File: config.mk
export PLATFORM = sky130hd
export DESIGN_NAME = slcd_ctrl
export DESIGN_NICKNAME = d
export VERILOG_FILES = /design/src/slcd_pkg.sv /design/src/slcd_scan_if.sv /design/src/slcd_scan.sv /design/src/slcd_ctrl.sv
export SDC_FILE = /design/constraint.sdc
export NUM_CORES = 1
export LEC_CHECK = 0
export BUFFER_PORTS_ARGS = -buffer_cell sky130_fd_sc_hd__buf_2
export CORE_MARGIN = 2
export CORE_UTILIZATION = 30
export CTS_CLUSTER_SIZE = 8
export DETAILED_ROUTE_END_ITERATION = 8
export PLACE_DENSITY_LB_ADDON = 0.2
export SLEW_MARGIN = 20
export SYNTH_ARGS = -nofsm -noshare
export SYNTH_HDL_FRONTEND = slang
export SYNTH_HIERARCHICAL = 1
export SYNTH_SLANG_ARGS = --single-unit
File: constraint.sdc
create_clock -name pclk -period 1.9 [get_ports pclk]
set_input_delay 0.19 -clock pclk [delete_from_list [all_inputs] [get_ports pclk]]
set_output_delay 0.19 -clock pclk [all_outputs]
set_load 0.02 [all_outputs]
File: src/slcd_pkg.sv
// constants, types and level coding shared by the segment lcd controller files
package slcd_pkg;
    // register indices; byte address is four times the index
    localparam logic [15:0] CLKGATE_IDX = 16'hFF4A;
    localparam logic [15:0] MODE_IDX = 16'hFFB0;
    localparam logic [15:0] CTRL_IDX = 16'hFFB2;
    localparam logic [15:0] DDM_FIRST_IDX = 16'hFA59;
    localparam logic [15:0] DDM_LAST_IDX = 16'hFA6C;
    localparam int ADDR_W = 18;
    localparam logic [17:0] CLKGATE_ADDR = {CLKGATE_IDX, 2'b00};
    localparam logic [17:0] MODE_ADDR = {MODE_IDX, 2'b00};
    localparam logic [17:0] CTRL_ADDR = {CTRL_IDX, 2'b00};
    // panel geometry
    localparam int NUM_SEG = 20;
    localparam int NUM_COM = 4;
    localparam int NUM_SHARED = 15;
    localparam int FIRST_SHARED = 5;
    localparam int DDM_W = 4;
    // field positions
    localparam int DISP_ON_BIT = 7;
    localparam int CLK_SEL_LSB = 4;
    localparam int PIN_CNT_LSB = 4;
    localparam int SUPPLY_BIT = 0;
    localparam int CLK_SUPPLY_BIT = 1;
    // writable masks and reset values
    localparam logic [7:0] MODE_MASK = 8'hF0;
    localparam logic [7:0] CTRL_MASK = 8'hF1;
    localparam logic [7:0] CLKGATE_MASK = 8'h02;
    localparam logic [7:0] MODE_RST = 8'h00;
    localparam logic [7:0] CTRL_RST = 8'h00;
    localparam logic [7:0] CLKGATE_RST = 8'h00;
    localparam logic [3:0] DDM_RST = 4'h0;
    // divider exponent of the fastest panel clock (code 011)
    localparam int DIV_LOG2_FAST = 14;
    // drive levels: vss, 1/3, 2/3, full lcd voltage
    typedef logic [1:0] slcd_level_t;
    localparam slcd_level_t LVL_VSS = 2'h0;
    localparam slcd_level_t LVL_VLC2 = 2'h1;
    localparam slcd_level_t LVL_VLC1 = 2'h2;
    localparam slcd_level_t LVL_VLC0 = 2'h3;

    // level of a line for its select state, kind and current polarity
    function automatic slcd_level_t slcd_level(input logic sel, input logic is_com,
                                               input logic pol);
        slcd_level_t lv;
        if (is_com)
            lv = sel ? (pol ? LVL_VSS : LVL_VLC0) : (pol ? LVL_VLC1 : LVL_VLC2);
        else
            lv = sel ? (pol ? LVL_VLC0 : LVL_VSS) : (pol ? LVL_VLC2 : LVL_VLC1);
        return lv;
    endfunction
endpackage

File: src/slcd_scan_if.sv
// timing link between the register side and the phase scanner
`timescale 1ns/1ps
`default_nettype none
interface slcd_scan_if;
    logic run; // panel clock supplied
    logic [2:0] clk_sel; // panel clock select code
    logic [1:0] phase; // current common phase
    logic polarity; // current drive polarity
    logic step; // one-cycle pulse per panel clock period
    modport scanner (input run, input clk_sel, output phase, output polarity, output step);
    modport ctrl (output run, output clk_sel, input phase, input polarity, input step);
endinterface
`default_nettype wire

File: src/slcd_scan.sv
// panel clock divider and common phase / polarity sequencer
`timescale 1ns/1ps
`default_nettype none
module slcd_scan
    import slcd_pkg::*;
#(
    parameter int DIV_FAST = DIV_LOG2_FAST
)
(
    input wire logic pclk,
    input wire logic presetn,
    input wire logic ce,
    slcd_scan_if.scanner sif
);
    localparam int CNT_W = DIV_FAST + 3;
    logic [CNT_W-1:0] div_reg; // free divider of the main clock
    logic [CNT_W-1:0] mask; // low bits that must be all ones for a step
    logic [1:0] phase_reg; // common phase counter
    logic pol_reg; // ac drive polarity
    logic tick;

    ////////////////////////////////////////////////////////////////////////
    // the slow codes shift the mask up; prohibited codes fold onto the low two bits
    always_comb
    begin
        mask = ~({CNT_W{1'b1}} << (DIV_FAST + 3 - int'(sif.clk_sel[1:0])));
        tick = sif.run && ((div_reg & mask) == mask);
    end

    // divider holds at zero while the clock supply is gated off
    always_ff @(posedge pclk or negedge presetn)
    begin
        if (!presetn)
            div_reg <= '0;
        else if (ce)
            div_reg <= sif.run ? div_reg + 1'b1 : '0;
    end

    // one phase per panel clock period, fixed order 0..3
    always_ff @(posedge pclk or negedge presetn)
    begin
        if (!presetn)
            phase_reg <= 2'h0;
        else if (ce && tick)
            phase_reg <= phase_reg + 2'h1;
    end

    // polarity flips when a full frame of four phases ends
    always_ff @(posedge pclk or negedge presetn)
    begin
        if (!presetn)
            pol_reg <= 1'b0;
        else if (ce && tick && phase_reg == 2'h3)
            pol_reg <= ~pol_reg;
    end

    assign sif.phase = phase_reg;
    assign sif.polarity = pol_reg;
    assign sif.step = ce && tick;

    ////////////////////////////////////////////////////////////////////////
    a_phase_order: assert property (@(posedge pclk) disable iff (!presetn)
        (ce && tick) |=> phase_reg == $past(phase_reg) + 2'h1)
        else $error("common phase did not advance in order");
    a_pol_frame: assert property (@(posedge pclk) disable iff (!presetn)
        (ce && tick && phase_reg == 2'h3) |=> pol_reg != $past(pol_reg))
        else $error("polarity did not flip at frame end");
endmodule // slcd_scan
`default_nettype wire

File: src/slcd_ctrl.sv
// segment lcd controller: apb registers, display memory, line levels, shared pins
`timescale 1ns/1ps
`default_nettype none
module slcd_ctrl
    import slcd_pkg::*;
#(
    parameter int DIV_FAST = DIV_LOG2_FAST // exponent of fastest panel clock divider
)
(
    input wire logic pclk,
    input wire logic presetn,
    input wire logic ce,
    input wire logic psel,
    input wire logic penable,
    input wire logic pwrite,
    input wire logic [slcd_pkg::ADDR_W-1:0] paddr,
    input wire logic [31:0] pwdata,
    output logic [31:0] prdata,
    output logic pready,
    output logic pslverr,
    input wire logic [slcd_pkg::NUM_SHARED-1:0] port_latch,
    input wire logic [slcd_pkg::NUM_SHARED-1:0] port_mode_in,
    input wire logic [slcd_pkg::NUM_SHARED-1:0] pin_in,
    output logic [slcd_pkg::NUM_SHARED-1:0] pin_out,
    output logic [slcd_pkg::NUM_SHARED-1:0] pin_oe_n,
    output logic [slcd_pkg::NUM_SHARED-1:0] port_rd_data,
    output logic [slcd_pkg::NUM_SEG-1:0] seg_drive_en,
    output slcd_pkg::slcd_level_t [slcd_pkg::NUM_SEG-1:0] seg_level,
    output slcd_pkg::slcd_level_t [slcd_pkg::NUM_COM-1:0] com_level,
    output logic drive_supply_enable,
    output logic panel_clock_run
);
    ////////////////////////////////////////////////////////////////////////
    // declarations
    logic [7:0] mode_reg; // display on and clock select
    logic [7:0] ctrl_reg; // segment pin count and drive supply
    logic [7:0] clkgate_reg; // write-only clock supply gate
    logic [DDM_W-1:0] ddm_reg [NUM_SEG]; // display data, low nibble only
    logic [31:0] prdata_reg; // read data captured in setup
    logic slverr_reg; // unmapped address flag for the transfer
    logic captured_reg; // read data ready for the access phase
    logic [31:0] rd_next; // read mux result
    logic hit_next; // address maps to something
    logic wr_en; // write commits at this edge

    logic [NUM_SHARED-1:0] pin_s1_reg; // first synchroniser stage
    logic [NUM_SHARED-1:0] pin_s2_reg; // second synchroniser stage
    logic [NUM_SHARED-1:0] shared_seg; // shared pin is in segment function
    logic [NUM_SHARED-1:0] pin_out_reg;
    logic [NUM_SHARED-1:0] pin_oe_n_reg;
    logic [NUM_SHARED-1:0] port_rd_reg;
    logic [NUM_SEG-1:0] seg_en_reg;
    slcd_level_t [NUM_SEG-1:0] seg_level_reg;
    slcd_level_t [NUM_COM-1:0] com_level_reg;
    logic display_on;
    logic [3:0] pin_count;

    // the scanner owns phase and polarity; this side feeds run and clock code
    slcd_scan_if sif ();

    ////////////////////////////////////////////////////////////////////////
    // address decode helpers, shared by the read mux and the write path
    function automatic logic addr_is_ddm(input logic [ADDR_W-1:0] a);
        return (a[1:0] == 2'b00) && (a[ADDR_W-1:2] >= DDM_FIRST_IDX)
            && (a[ADDR_W-1:2] <= DDM_LAST_IDX);
    endfunction

    function automatic logic [4:0] ddm_index(input logic [ADDR_W-1:0] a);
        logic [15:0] d;
        d = a[ADDR_W-1:2] - DDM_FIRST_IDX;
        return d[4:0];
    endfunction

    // field views of the two control registers
    assign display_on = mode_reg[DISP_ON_BIT];
    assign pin_count = ctrl_reg[PIN_CNT_LSB +: 4];

    ////////////////////////////////////////////////////////////////////////
    // apb slave: read data is captured in the setup cycle so the access
    // phase can answer at once from flip-flops; ce low stalls via pready
    assign wr_en = ce && psel && penable && pready && pwrite;
    assign pready = ce && penable && captured_reg;
    assign prdata = prdata_reg;
    assign pslverr = pready && slverr_reg;

    // read mux; write-only gate and absent bits read as zero
    // a write still runs the mux; only its error flag is kept
    always_comb
    begin
        rd_next = 32'h0000_0000;
        hit_next = 1'b1;
        if (addr_is_ddm(paddr))
            rd_next = {28'h000_0000, ddm_reg[ddm_index(paddr)]};
        else if (paddr == MODE_ADDR)
            rd_next = {24'h00_0000, mode_reg};
        else if (paddr == CTRL_ADDR)
            rd_next = {24'h00_0000, ctrl_reg};
        else if (paddr == CLKGATE_ADDR)
            rd_next = 32'h0000_0000;
        else
            hit_next = 1'b0;
    end

    // capture once per transfer, drop after the completing edge
    // a write captures too, so its error flag is ready for the access phase
    always_ff @(posedge pclk or negedge presetn)
    begin
        if (!presetn)
        begin
            prdata_reg <= 32'h0000_0000;
            slverr_reg <= 1'b0;
            captured_reg <= 1'b0;
        end
        else if (ce)
        begin
            if (psel && !pready && !captured_reg)
            begin
                prdata_reg <= pwrite ? 32'h0000_0000 : rd_next;
                slverr_reg <= ~hit_next;
                captured_reg <= 1'b1;
            end
            else if (pready)
                captured_reg <= 1'b0;
        end
    end

    ////////////////////////////////////////////////////////////////////////
    // control registers; reserved bits never store
    // prohibited codes store as written; the scanner folds them onto legal ones
    always_ff @(posedge pclk or negedge presetn)
    begin
        if (!presetn)
            mode_reg <= MODE_RST;
        else if (wr_en && paddr == MODE_ADDR)
            mode_reg <= pwdata[7:0] & MODE_MASK;
    end

    always_ff @(posedge pclk or negedge presetn)
    begin
        if (!presetn)
            ctrl_reg <= CTRL_RST;
        else if (wr_en && paddr == CTRL_ADDR)
            ctrl_reg <= pwdata[7:0] & CTRL_MASK;
    end

    // clock supply gate: only bit 1 has meaning
    always_ff @(posedge pclk or negedge presetn)
    begin
        if (!presetn)
            clkgate_reg <= CLKGATE_RST;
        else if (wr_en && paddr == CLKGATE_ADDR)
            clkgate_reg <= pwdata[7:0] & CLKGATE_MASK;
    end

    // display data memory; every byte is plain ram whether shown or not
    // bytes of lines left as ports are still scanned, but no driver is on
    always_ff @(posedge pclk or negedge presetn)
    begin
        if (!presetn)
        begin
            for (int i = 0; i < NUM_SEG; i++)
                ddm_reg[i] <= DDM_RST;
        end
        else if (wr_en && addr_is_ddm(paddr))
            ddm_reg[ddm_index(paddr)] <= pwdata[DDM_W-1:0];
    end

    ////////////////////////////////////////////////////////////////////////
    // phase scanner; runs with no software step per frame
    // prohibited clock codes reach the scanner unchanged
    assign sif.run = clkgate_reg[CLK_SUPPLY_BIT];
    assign sif.clk_sel = mode_reg[CLK_SEL_LSB +: 3];

    slcd_scan #(
        .DIV_FAST(DIV_FAST)
    ) u_scan (
        .pclk(pclk),
        .presetn(presetn),
        .ce(ce),
        .sif(sif.scanner)
    );

    ////////////////////////////////////////////////////////////////////////
    // segment line levels: bit of the current phase, deselected when off
    generate
        for (genvar s = 0; s < NUM_SEG; s++)
        begin : g_seg
            always_ff @(posedge pclk or negedge presetn)
            begin
                if (!presetn)
                    seg_level_reg[s] <= LVL_VSS;
                else if (ce)
                    seg_level_reg[s] <= slcd_level(display_on && ddm_reg[s][sif.phase],
                        1'b0, sif.polarity);
            end
        end
    endgenerate

    // common line levels: exactly one common selected per phase
    generate
        for (genvar c = 0; c < NUM_COM; c++)
        begin : g_com
            always_ff @(posedge pclk or negedge presetn)
            begin
                if (!presetn)
                    com_level_reg[c] <= LVL_VSS;
                else if (ce)
                    com_level_reg[c] <= slcd_level(sif.phase == 2'(c), 1'b1,
                        sif.polarity);
            end
        end
    endgenerate

    ////////////////////////////////////////////////////////////////////////
    // shared pins: segment function claimed two pins per count step
    // counts 9 to 15 are prohibited and simply claim every shared pin
    generate
        for (genvar p = 0; p < NUM_SHARED; p++)
        begin : g_shared
            assign shared_seg[p] = (5'(p) < {pin_count, 1'b0});
        end
    endgenerate

    // pin synchroniser; only the second stage is read by logic
    // pins move at any time, so only the second stage reads the first stage's value
    always_ff @(posedge pclk or negedge presetn)
    begin
        if (!presetn)
        begin
            pin_s1_reg <= '0;
            pin_s2_reg <= '0;
        end
        else if (ce)
        begin
            pin_s1_reg <= pin_in;
            pin_s2_reg <= pin_s1_reg;
        end
    end

    // port buffer is cut off from a pin in segment function
    // the latch keeps its value; only its path to the pin is cut
    always_ff @(posedge pclk or negedge presetn)
    begin
        if (!presetn)
        begin
            pin_out_reg <= '0;
            pin_oe_n_reg <= '1;
        end
        else if (ce)
        begin
            pin_out_reg <= port_latch & ~shared_seg;
            pin_oe_n_reg <= port_mode_in | shared_seg;
        end
    end

    // port read masks segment pins to zero
    // the mask follows the control register one edge later
    always_ff @(posedge pclk or negedge presetn)
    begin
        if (!presetn)
            port_rd_reg <= '0;
        else if (ce)
            port_rd_reg <= pin_s2_reg & ~shared_seg;
    end

    // segment driver enables: five dedicated lines, then the shared ones
    // dedicated lines have no port function, so they are on from the first ce edge after reset, which clears them
    always_ff @(posedge pclk or negedge presetn)
    begin
        if (!presetn)
            seg_en_reg <= '0;
        else if (ce)
            seg_en_reg <= {shared_seg, {FIRST_SHARED{1'b1}}};
    end

    ////////////////////////////////////////////////////////////////////////
    // outputs
    // the supply bit only goes out on drive_supply_enable; levels drive regardless
    assign pin_out = pin_out_reg;
    assign pin_oe_n = pin_oe_n_reg;
    assign port_rd_data = port_rd_reg;
    assign seg_drive_en = seg_en_reg;
    assign seg_level = seg_level_reg;
    assign com_level = com_level_reg;
    assign drive_supply_enable = ctrl_reg[SUPPLY_BIT];
    assign panel_clock_run = sif.run;

    ////////////////////////////////////////////////////////////////////////
    // checks; all but the read and freeze checks look one edge after their cause, where the level has settled
    a_gate_reads_zero: assert property (@(posedge pclk) disable iff (!presetn)
        (pready && !pwrite && paddr == CLKGATE_ADDR) |-> prdata == 32'h0000_0000)
        else $error("clock gate register did not read zero");

    a_mode_write: assert property (@(posedge pclk) disable iff (!presetn)
        (wr_en && paddr == MODE_ADDR) |=> mode_reg == ($past(pwdata[7:0]) & 8'hF0))
        else $error("mode register write not stored");

    a_ctrl_write: assert property (@(posedge pclk) disable iff (!presetn)
        (wr_en && paddr == CTRL_ADDR) |=> ctrl_reg == ($past(pwdata[7:0]) & 8'hF1))
        else $error("control register write not stored");

    a_ddm_write: assert property (@(posedge pclk) disable iff (!presetn)
        (wr_en && addr_is_ddm(paddr)) |=>
            ddm_reg[$past(ddm_index(paddr))] == $past(pwdata[DDM_W-1:0]))
        else $error("display memory write not stored");

    a_ddm_upper_zero: assert property (@(posedge pclk) disable iff (!presetn)
        (pready && !pwrite && addr_is_ddm(paddr)) |-> prdata[31:4] == 28'h000_0000)
        else $error("display memory upper bits not zero");

    a_off_nonselect: assert property (@(posedge pclk) disable iff (!presetn)
        (ce && !display_on) |=> seg_level_reg[0] == slcd_level(1'b0, 1'b0,
            $past(sif.polarity)))
        else $error("segment selected while display off");

    a_seg_bit_phase: assert property (@(posedge pclk) disable iff (!presetn)
        (ce && display_on) |=> seg_level_reg[NUM_SEG-1] == slcd_level(
            $past(ddm_reg[NUM_SEG-1][sif.phase]), 1'b0, $past(sif.polarity)))
        else $error("segment level does not follow phase bit");

    a_com_select: assert property (@(posedge pclk) disable iff (!presetn)
        ce |=> com_level_reg[$past(sif.phase)] == slcd_level(1'b1, 1'b1,
            $past(sif.polarity)))
        else $error("current common not selected");

    a_com_one_sel: assert property (@(posedge pclk) disable iff (!presetn)
        ce |=> com_level_reg[2'($past(sif.phase) + 2'h1)] == slcd_level(1'b0, 1'b1,
            $past(sif.polarity)))
        else $error("more than one common selected");

    a_dedicated_segs: assert property (@(posedge pclk) disable iff (!presetn)
        ce |=> seg_en_reg[FIRST_SHARED-1:0] == 5'h1F)
        else $error("dedicated segment line not enabled");

    a_seg_pin_blocked: assert property (@(posedge pclk) disable iff (!presetn)
        (ce && shared_seg[0]) |=> pin_oe_n_reg[0] && !pin_out_reg[0])
        else $error("port drives a segment pin");

    a_seg_read_zero: assert property (@(posedge pclk) disable iff (!presetn)
        (ce && shared_seg[NUM_SHARED-1]) |=> !port_rd_reg[NUM_SHARED-1])
        else $error("segment pin read as nonzero");

    a_gate_freeze: assert property (@(posedge pclk) disable iff (!presetn)
        (!sif.run && $past(!sif.run)) |-> $stable(sif.phase) && $stable(sif.polarity))
        else $error("scanner moved with clock supply off");
endmodule // slcd_ctrl
`default_nettype wire

==> flow_summary.rst, run 1 <==
.. list-table::
   :header-rows: 1

   * - Metric
     - Value
   * - Endpoint of the lowest-slack register-to-register path
     - ddm_reg[46]
   * - Detail Placement HPWL
     - 23300 um
   * - Final cell area excluding filler cells
     - 0.0152 mm2
   * - Clock buffer count from CTS
     - 35
   * - Vias in the first global route
     - 8321
   * - Area after DPL
     - 0.0136 mm2
   * - Final RePlAce weighted congestion
     - 0.798
   * - Worst-path maximum fanout
     - 5
   * - Run status
     - finished clean
   * - Pin count of the biggest net entering global routing
     - 73
   * - Initial drt markers
     - 312
   * - Final net count
     - 1367
   * - Data arrival time at the worst-slack endpoint
     - 2.20 ns
   * - Fraction of the cycle the final worst path needs
     - a little over nine tenths
   * - Skew-Pair Late Insertion Delay
     - 0.51 ns
   * - Worst Setup Slack, final
     - 0.0799 ns
   * - Placeable core region
     - 0.0378 mm2
   * - Full die area
     - approximately 0.040 mm2
   * - Final WL
     - 32100 um
   * - Setup slack at placement
     - -0.294 ns
   * - TritonCTS clock tree
     - done
   * - Max rail drop VDD
     - 0.492 mV
   * - Overall overflow remaining after global route
     - 0
   * - H-Tree Depth
     - 2
   * - Number of iterations in the first detailed-routing pass
     - 4
   * - Leak
     - 6.90 nW
   * - Post-layout total power
     - 12.4 mW
   * - Endpoints failing hold
     - 0
   * - Ordered cell list for the critical path
     - and3_4 -> and3_4 -> nand3_4 -> nor3b_2 -> buf_4 -> mux2_2
   * - Die W
     - ~200 um
   * - Yosys warnings
     - 6
   * - Number of buffers added on ports
     - approximately 200
   * - Clock tree skew after final layout
     - 0.0225 ns
   * - Antenna violations before repair
     - 5
   * - Maximum cell stage delay along the critical path
     - 0.35 ns
   * - Number of cells on the worst hold path
     - 4
   * - Synth Area per Inst
     - 12.0 um2
   * - Wire length of the first global-routing pass
     - 49300 um
   * - Slack of the worst reg-to-reg path
     - between 0.07 and 0.08 ns
   * - Reg-to-reg startpoint
     - captured_reg
   * - DP Cell Count
     - approximately 1700
   * - Cell with the largest stage delay on the worst path
     - dfrtp_1
   * - Worst Tran Pin Value
     - 0.817 ns
   * - Clock-pin slew reported for the worst setup and hold paths after clock tree synthesis
     - 0.05 ns
   * - Post-synthesis instance area
     - 0.0115 mm2
   * - Most prevalent standard cell on the critical path
     - and3_4
   * - Final Setup Violations
     - 0
   * - Synth-to-Final Area Change
     - 31.5%
   * - DRC violations left
     - 0
   * - Maximum clock insertion buffer count
     - 3
   * - Gr usage total
     - 16.0%
   * - Starting Density
     - 30.5%
   * - Max-slew headroom
     - 45.5%
   * - Share of cells above drive strength 1
     - 44.7%
   * - Worst-case hold path end point
     - captured_reg
   * - Site Rows
     - 71
   * - Total count of max-transition violations in the final report
     - 0
   * - Layer with the highest usage after global routing
     - met2
   * - Drt via density
     - 4.62
   * - Crit path required time
     - ~2.3 ns
   * - Type of the worst setup path
     - flop to flop
   * - Detail-routed net length per standard cell
     - 17.9 um
   * - Maximum Capacitance Violations
     - 0
   * - Synthesized instance count
     - 962
   * - Critical Path Source Type
     - flop
   * - Total negative slack
     - 0 ns
   * - Max FFs per register
     - 80
   * - DR vias
     - 8292
   * - Post-CTS setup buffer count
     - 0
   * - Fin cells
     - between 1500 and 2000
   * - Fraction of met3 tracks used by global routing
     - about 3.2%
   * - Die height
     - 200 um
   * - Fmax
     - 0.549 GHz
   * - Critical path capture point type
     - flop
   * - Power density over the cells
     - between 800 and 900 mW/mm2
   * - Hold WC Path Type
     - input port to flop
   * - HP Start
     - penable
   * - Total number of clock tree sinks
     - 230
   * - Cell at the root of the clock tree
     - clkbuf_16
   * - Minimum period implied by the final worst setup slack
     - 1.82 ns
   * - Register-to-Register Path Depth
     - 6
   * - Filler instances
     - about 3600
   * - Met2 Resource Use GR
     - between 20 and 30%
   * - Antenna Nets Post-Route
     - 0
   * - Ports placed on the boundary
     - 250
   * - Fraction of met1 tracks used by global routing
     - 21.1%
[critical path, delay by kind of cell, from the launching register on]
| family | cells | cell delay [ns] |
|---|---|---|
| flops | 1 | 0.35 |
| buf+inv | 1 | 0.16 |
| simple gates | 4 | 0.84 |
| mux | 1 | 0.33 |
[metrics by stage]
step / hold slack [ns] / utilization (%)
after floorplan: -0.106 / -
after global placement: 0.155 / 36.0
after detailed placement: 0.157 / 36.0
after CTS: 0.130 / 40.1
after global routing: 0.144 / 40.1
final: 0.150 / 40.1
[how the worst max path moves through the flow]
stage / from / to / slack [ns] / cells past startpoint
CTS: captured_reg / ddm_reg[78] / 0.01 / 6
floorplan: paddr[2] / ddm_reg[12] / -0.44 / 13
finish: captured_reg / ddm_reg[46] / 0.08 / 6
detailed placement: paddr[3] / ddm_reg[3] / -0.29 / 10
global route: captured_reg / ddm_reg[46] / -0.008 / 6
global placement: paddr[3] / ddm_reg[6] / -0.26 / 10
[power by group]
| part | total (mW) | switching, mW | internal [mW] |
|---|---|---|---|
| Sequential | 5.25 | 0.111 | 5.14 |
| Clock | 5.79 | 2.21 | 3.58 |
| Combinational | 1.38 | 0.808 | 0.573 |
[layout make-up]
cell class	instances	area [um2]	area share, %
sequential	230	5770	38.1
multi-input combinational	602	5190	34.2
timing repair buffer	348	2360	15.6
clock buffer	53	953	6.29
tap	511	639	4.22
inverter	42	165	1.09
clock inverter	4	67.6	0.446
antenna	4	10.0	0.0660
[layer usage]
layer	part of all wire, %	vias to the layer above
met5	0.041	-
met4	1.7	2
met3	5.3	43
met2	48	235
met1	45	4111
li1	-	3901
[cells in the final DEF, fill, tap and decap left out, types with 16 or more instances in the layout]
cell type,n
dfrtp_1,215
buf_2,199
mux2_2,112
buf_4,86
nand2_1,83
dlygate4sd3_1,51
o21ai_0,47
nor2_1,47
inv_1,41
mux4_2,40
clkbuf_16,35
xor2_1,27
conb_1,24
mux2_4,22
clkbuf_1,17
a21oi_1,16
nand3_1,16
o22a_1,16
[what timing repair did]
action | 4_1_cts | 5_1_grt
hold buffers | 51 | 0
gates cloned | 0 | 0
pin swaps | 0 | 2
hold endpoints to repair | 138 | 0
gates resized for setup | 1 | 6
setup endpoints to repair | 37 | 37
Power figures use the tool's default switching activity.
==> inputs of run 2 (changes only) <==
--- a/config.mk
+++ b/config.mk
@@ -11,6 +11,7 @@
 export CTS_CLUSTER_SIZE = 8
 export DETAILED_ROUTE_END_ITERATION = 8
 export PLACE_DENSITY_LB_ADDON = 0.2
+export REMOVE_ABC_BUFFERS = 1
 export SLEW_MARGIN = 20
 export SYNTH_ARGS = -nofsm -noshare
 export SYNTH_HDL_FRONTEND = slang
==> run 2 against run 1 <==
Net effect: final area shrank 1.1%; flip-flop and latch count unchanged; register-to-register slack got worse by 0.04 ns; non-clock buffer count decreased by 5; final cell count fell by 0.89%; critical path depth unchanged; clock-buffer cell count decreased by 4; worst setup slack got worse by 0.042 ns; hold slack gained 0.037 ns.
==> flow_summary.rst, run 2 (same netlist as run 1, synthesis figures left out) <==
.. list-table::
   :header-rows: 1

   * - Metric
     - Value
   * - Run status
     - finished clean
   * - Clock tree skew after final layout
     - 0.0185 ns (-0.00394 ns)
   * - Share of cells above drive strength 1
     - 44.2% (-0.52 points)
   * - Clock buffer count from CTS
     - 34 (-2.9%)
   * - Leak
     - 6.83 nW (-1.1%)
   * - DRC violations left
     - 0 (unchanged)
   * - Cell with the largest stage delay on the worst path
     - dfrtp_1
   * - WP buf/inv
     - 1 (unchanged)
   * - Worst-path maximum fanout
     - 8 (+3)
   * - Final WL
     - 31300 um (-2.4%)
   * - Die height
     - 200 um (unchanged)
   * - Die W
     - 200 um (unchanged)
   * - TritonCTS clock tree
     - done
   * - Detail-routed net length per standard cell
     - 17.6 um (-1.5%)
   * - Full die area
     - 0.0400 mm2 (unchanged)
   * - Reg-to-reg startpoint
     - captured_reg
   * - HP Start
     - ce
   * - Post-layout total power
     - 12.0 mW (-3.4%)
   * - Number of cells on the worst hold path
     - 4 (unchanged)
   * - Endpoints failing hold
     - 0 (unchanged)
   * - Vias in the first global route
     - 8339 (+0.22%)
   * - DR vias
     - 8235 (-0.69%)
   * - Cell at the root of the clock tree
     - clkbuf_16
   * - Most prevalent standard cell on the critical path
     - and3_4
   * - Worst-case hold path end point
     - captured_reg
   * - Synth-to-Final Area Change
     - 30.0%
   * - Endpoint of the lowest-slack register-to-register path
     - ddm_reg[11]
   * - Hold slack
     - 0.188 ns (+0.0373 ns)
   * - Final RePlAce weighted congestion
     - 0.860 (+7.8%)
   * - Hold WC Path Type
     - input port to flop
   * - Register-to-Register Path Depth
     - 6 (unchanged)
   * - Total count of max-transition violations in the final report
     - 0 (unchanged)
   * - Number of iterations in the first detailed-routing pass
     - 4 (unchanged)
   * - Commonest non-fill, non-tap cell in the layout
     - dfrtp_1
   * - Ordered cell list for the critical path
     - and3_4 -> and3_4 -> buf_4 -> and2_4 -> and3_2 -> mux2_4
   * - Minimum period implied by the final worst setup slack
     - 1.86 ns (+0.0420 ns)
   * - Site Rows
     - 71 (unchanged)
   * - Gr usage total
     - 15.6% (-0.34 points)
   * - Worst Tran Pin Value
     - 0.820 ns (+0.00248 ns)
   * - Fin cells
     - 1778 (-0.89%)
   * - Critical Path Source Type
     - flop
   * - Unrepaired setup endpoints after global routing
     - yes
   * - Ports placed on the boundary
     - 250 (unchanged)
   * - Max FFs per register
     - 80 (unchanged)
   * - Max rail drop VDD
     - 0.512 mV (+4.0%)
   * - Maximum cell stage delay along the critical path
     - 0.34 ns (about the same)
   * - Placeable core region
     - 0.0378 mm2 (unchanged)
   * - Number of antenna repair diodes
     - 0 (-4)
   * - Commonest cells after routing, fill and taps aside
     - 215 x dfrtp_1, 199 x buf_2, 121 x mux2_2
   * - Max-slew headroom
     - 44.8% (-0.74 points)
   * - Clock-pin slew reported for the worst setup and hold paths after clock tree synthesis
     - 0.05 ns (about the same)
   * - Starting Density
     - 30.5% (unchanged)
   * - Fraction of the cycle the final worst path needs
     - 98.0% (+2.2 points)
   * - Cell class contributing the biggest share of worst-path delay
     - simple AND/OR/NAND/NOR gates
   * - Crit path required time
     - 2.27 ns (about the same)
   * - Power density over the cells
     - 801 mW/mm2 (-2.3%)
   * - Antenna violations before repair
     - 1 (-4)
   * - Antenna Nets Post-Route
     - 0 (unchanged)
   * - Critical path capture point type
     - flop
   * - DP Cell Count
     - 1676 (-0.36%)
   * - Maximum Capacitance Violations
     - 0 (unchanged)
   * - Filler instances
     - 3711 (+2.7%)
   * - Slack of the worst reg-to-reg path
     - 0.04 ns (-0.04 ns)
   * - H-Tree Depth
     - 2 (unchanged)
   * - Detail Placement HPWL
     - 22000 um (-5.3%)
   * - Overall overflow remaining after global route
     - 0 (unchanged)
   * - Skew-Pair Late Insertion Delay
     - 0.50 ns (about the same)
   * - Type of the worst setup path
     - flop to flop
   * - Initial drt markers
     - 409 (+31%)
   * - Total negative slack
     - 0 ns (unchanged)
   * - Number of buffers added on ports
     - 201 (unchanged)
   * - Final Setup Violations
     - 0 (unchanged)
   * - Final net count
     - 1361 (-0.44%)
   * - Pin count of the biggest net entering global routing
     - 91 (+25%)
   * - Maximum clock insertion buffer count
     - 3 (unchanged)
   * - Wire length of the first global-routing pass
     - 48300 um (-1.9%)
   * - Fmax
     - 0.537 GHz (-2.3%)
   * - Drt via density
     - 4.63 (+0.21%)
   * - Data arrival time at the worst-slack endpoint
     - 2.23 ns (+0.03 ns)
   * - Total number of clock tree sinks
     - 230 (unchanged)
==> run 2: power by group <==
group / leakage [nW] / internal [mW] / switching, mW / total (mW)
logic: 3.48 / 0.545 / 0.789 / 1.33
registers: 2.90 / 5.14 / 0.105 / 5.25
clock network: 0.452 / 3.34 / 2.09 / 5.42
total: 6.83 / 9.02 / 2.98 / 12.0
==> run 2: worst max-delay path by stage <==
stage                  startpoint            end  cells after the start
CTS                  captured_reg    ddm_reg[11]                      6
global route         captured_reg    ddm_reg[34]                      6
floorplan           seg_level[32]  seg_level[32]                      1
global placement         paddr[3]    ddm_reg[58]                      7
finish               captured_reg    ddm_reg[11]                      6
detailed placement       paddr[3]    ddm_reg[58]                      7
==> run 2: layer usage <==
metal	GRT usage, %	wire, um
met1	21.6	14500
met2	25.4	14400
met3	3.04	1740
met4	3.87	625
met5	0	13
==> run 2: area by class of cell <==
class / count / area [um2] / area share, %
flip-flops and latches: 230 / 5770 / 38.5
multi-input cells: 602 / 5150 / 34.3
repair buffers: 343 / 2340 / 15.6
clock buffers: 49 / 928 / 6.19
well taps: 511 / 639 / 4.27
inverters: 42 / 158 / 1.05
clock inverters: 1 / 8.76 / 0.0584
==> run 2: per-stage QoR <==
step | setup WS (ns) | area (um2) | utilization [%]
6_report | 0.0380 | 15000 | 39.7
5_1_grt | -0.0264 | 15000 | 39.7
4_1_cts | 0.0127 | 14900 | 39.5
3_5_place_dp | -0.463 | 13400 | 35.4
3_3_place_gp | -0.439 | 13400 | 35.4
2_1_floorplan | -1.32 | 10900 | -
==> run 2: timing repair <==
action,CTS,global route
endpoints found under the setup margin,55,28
buffers inserted,1,1
hold buffers,51,0
pin swaps,2,3
hold endpoints to repair,101,0
resized for setup,15,20
==> run 2: worst register-to-register path, delay by kind of cell, from the launching register on <==
kind / cells / cell delay (ns)
buffers and inverters: 1 / 0.13
flip-flops: 1 / 0.34
multiplexers: 1 / 0.31
AND/OR/NAND/NOR: 4 / 0.94
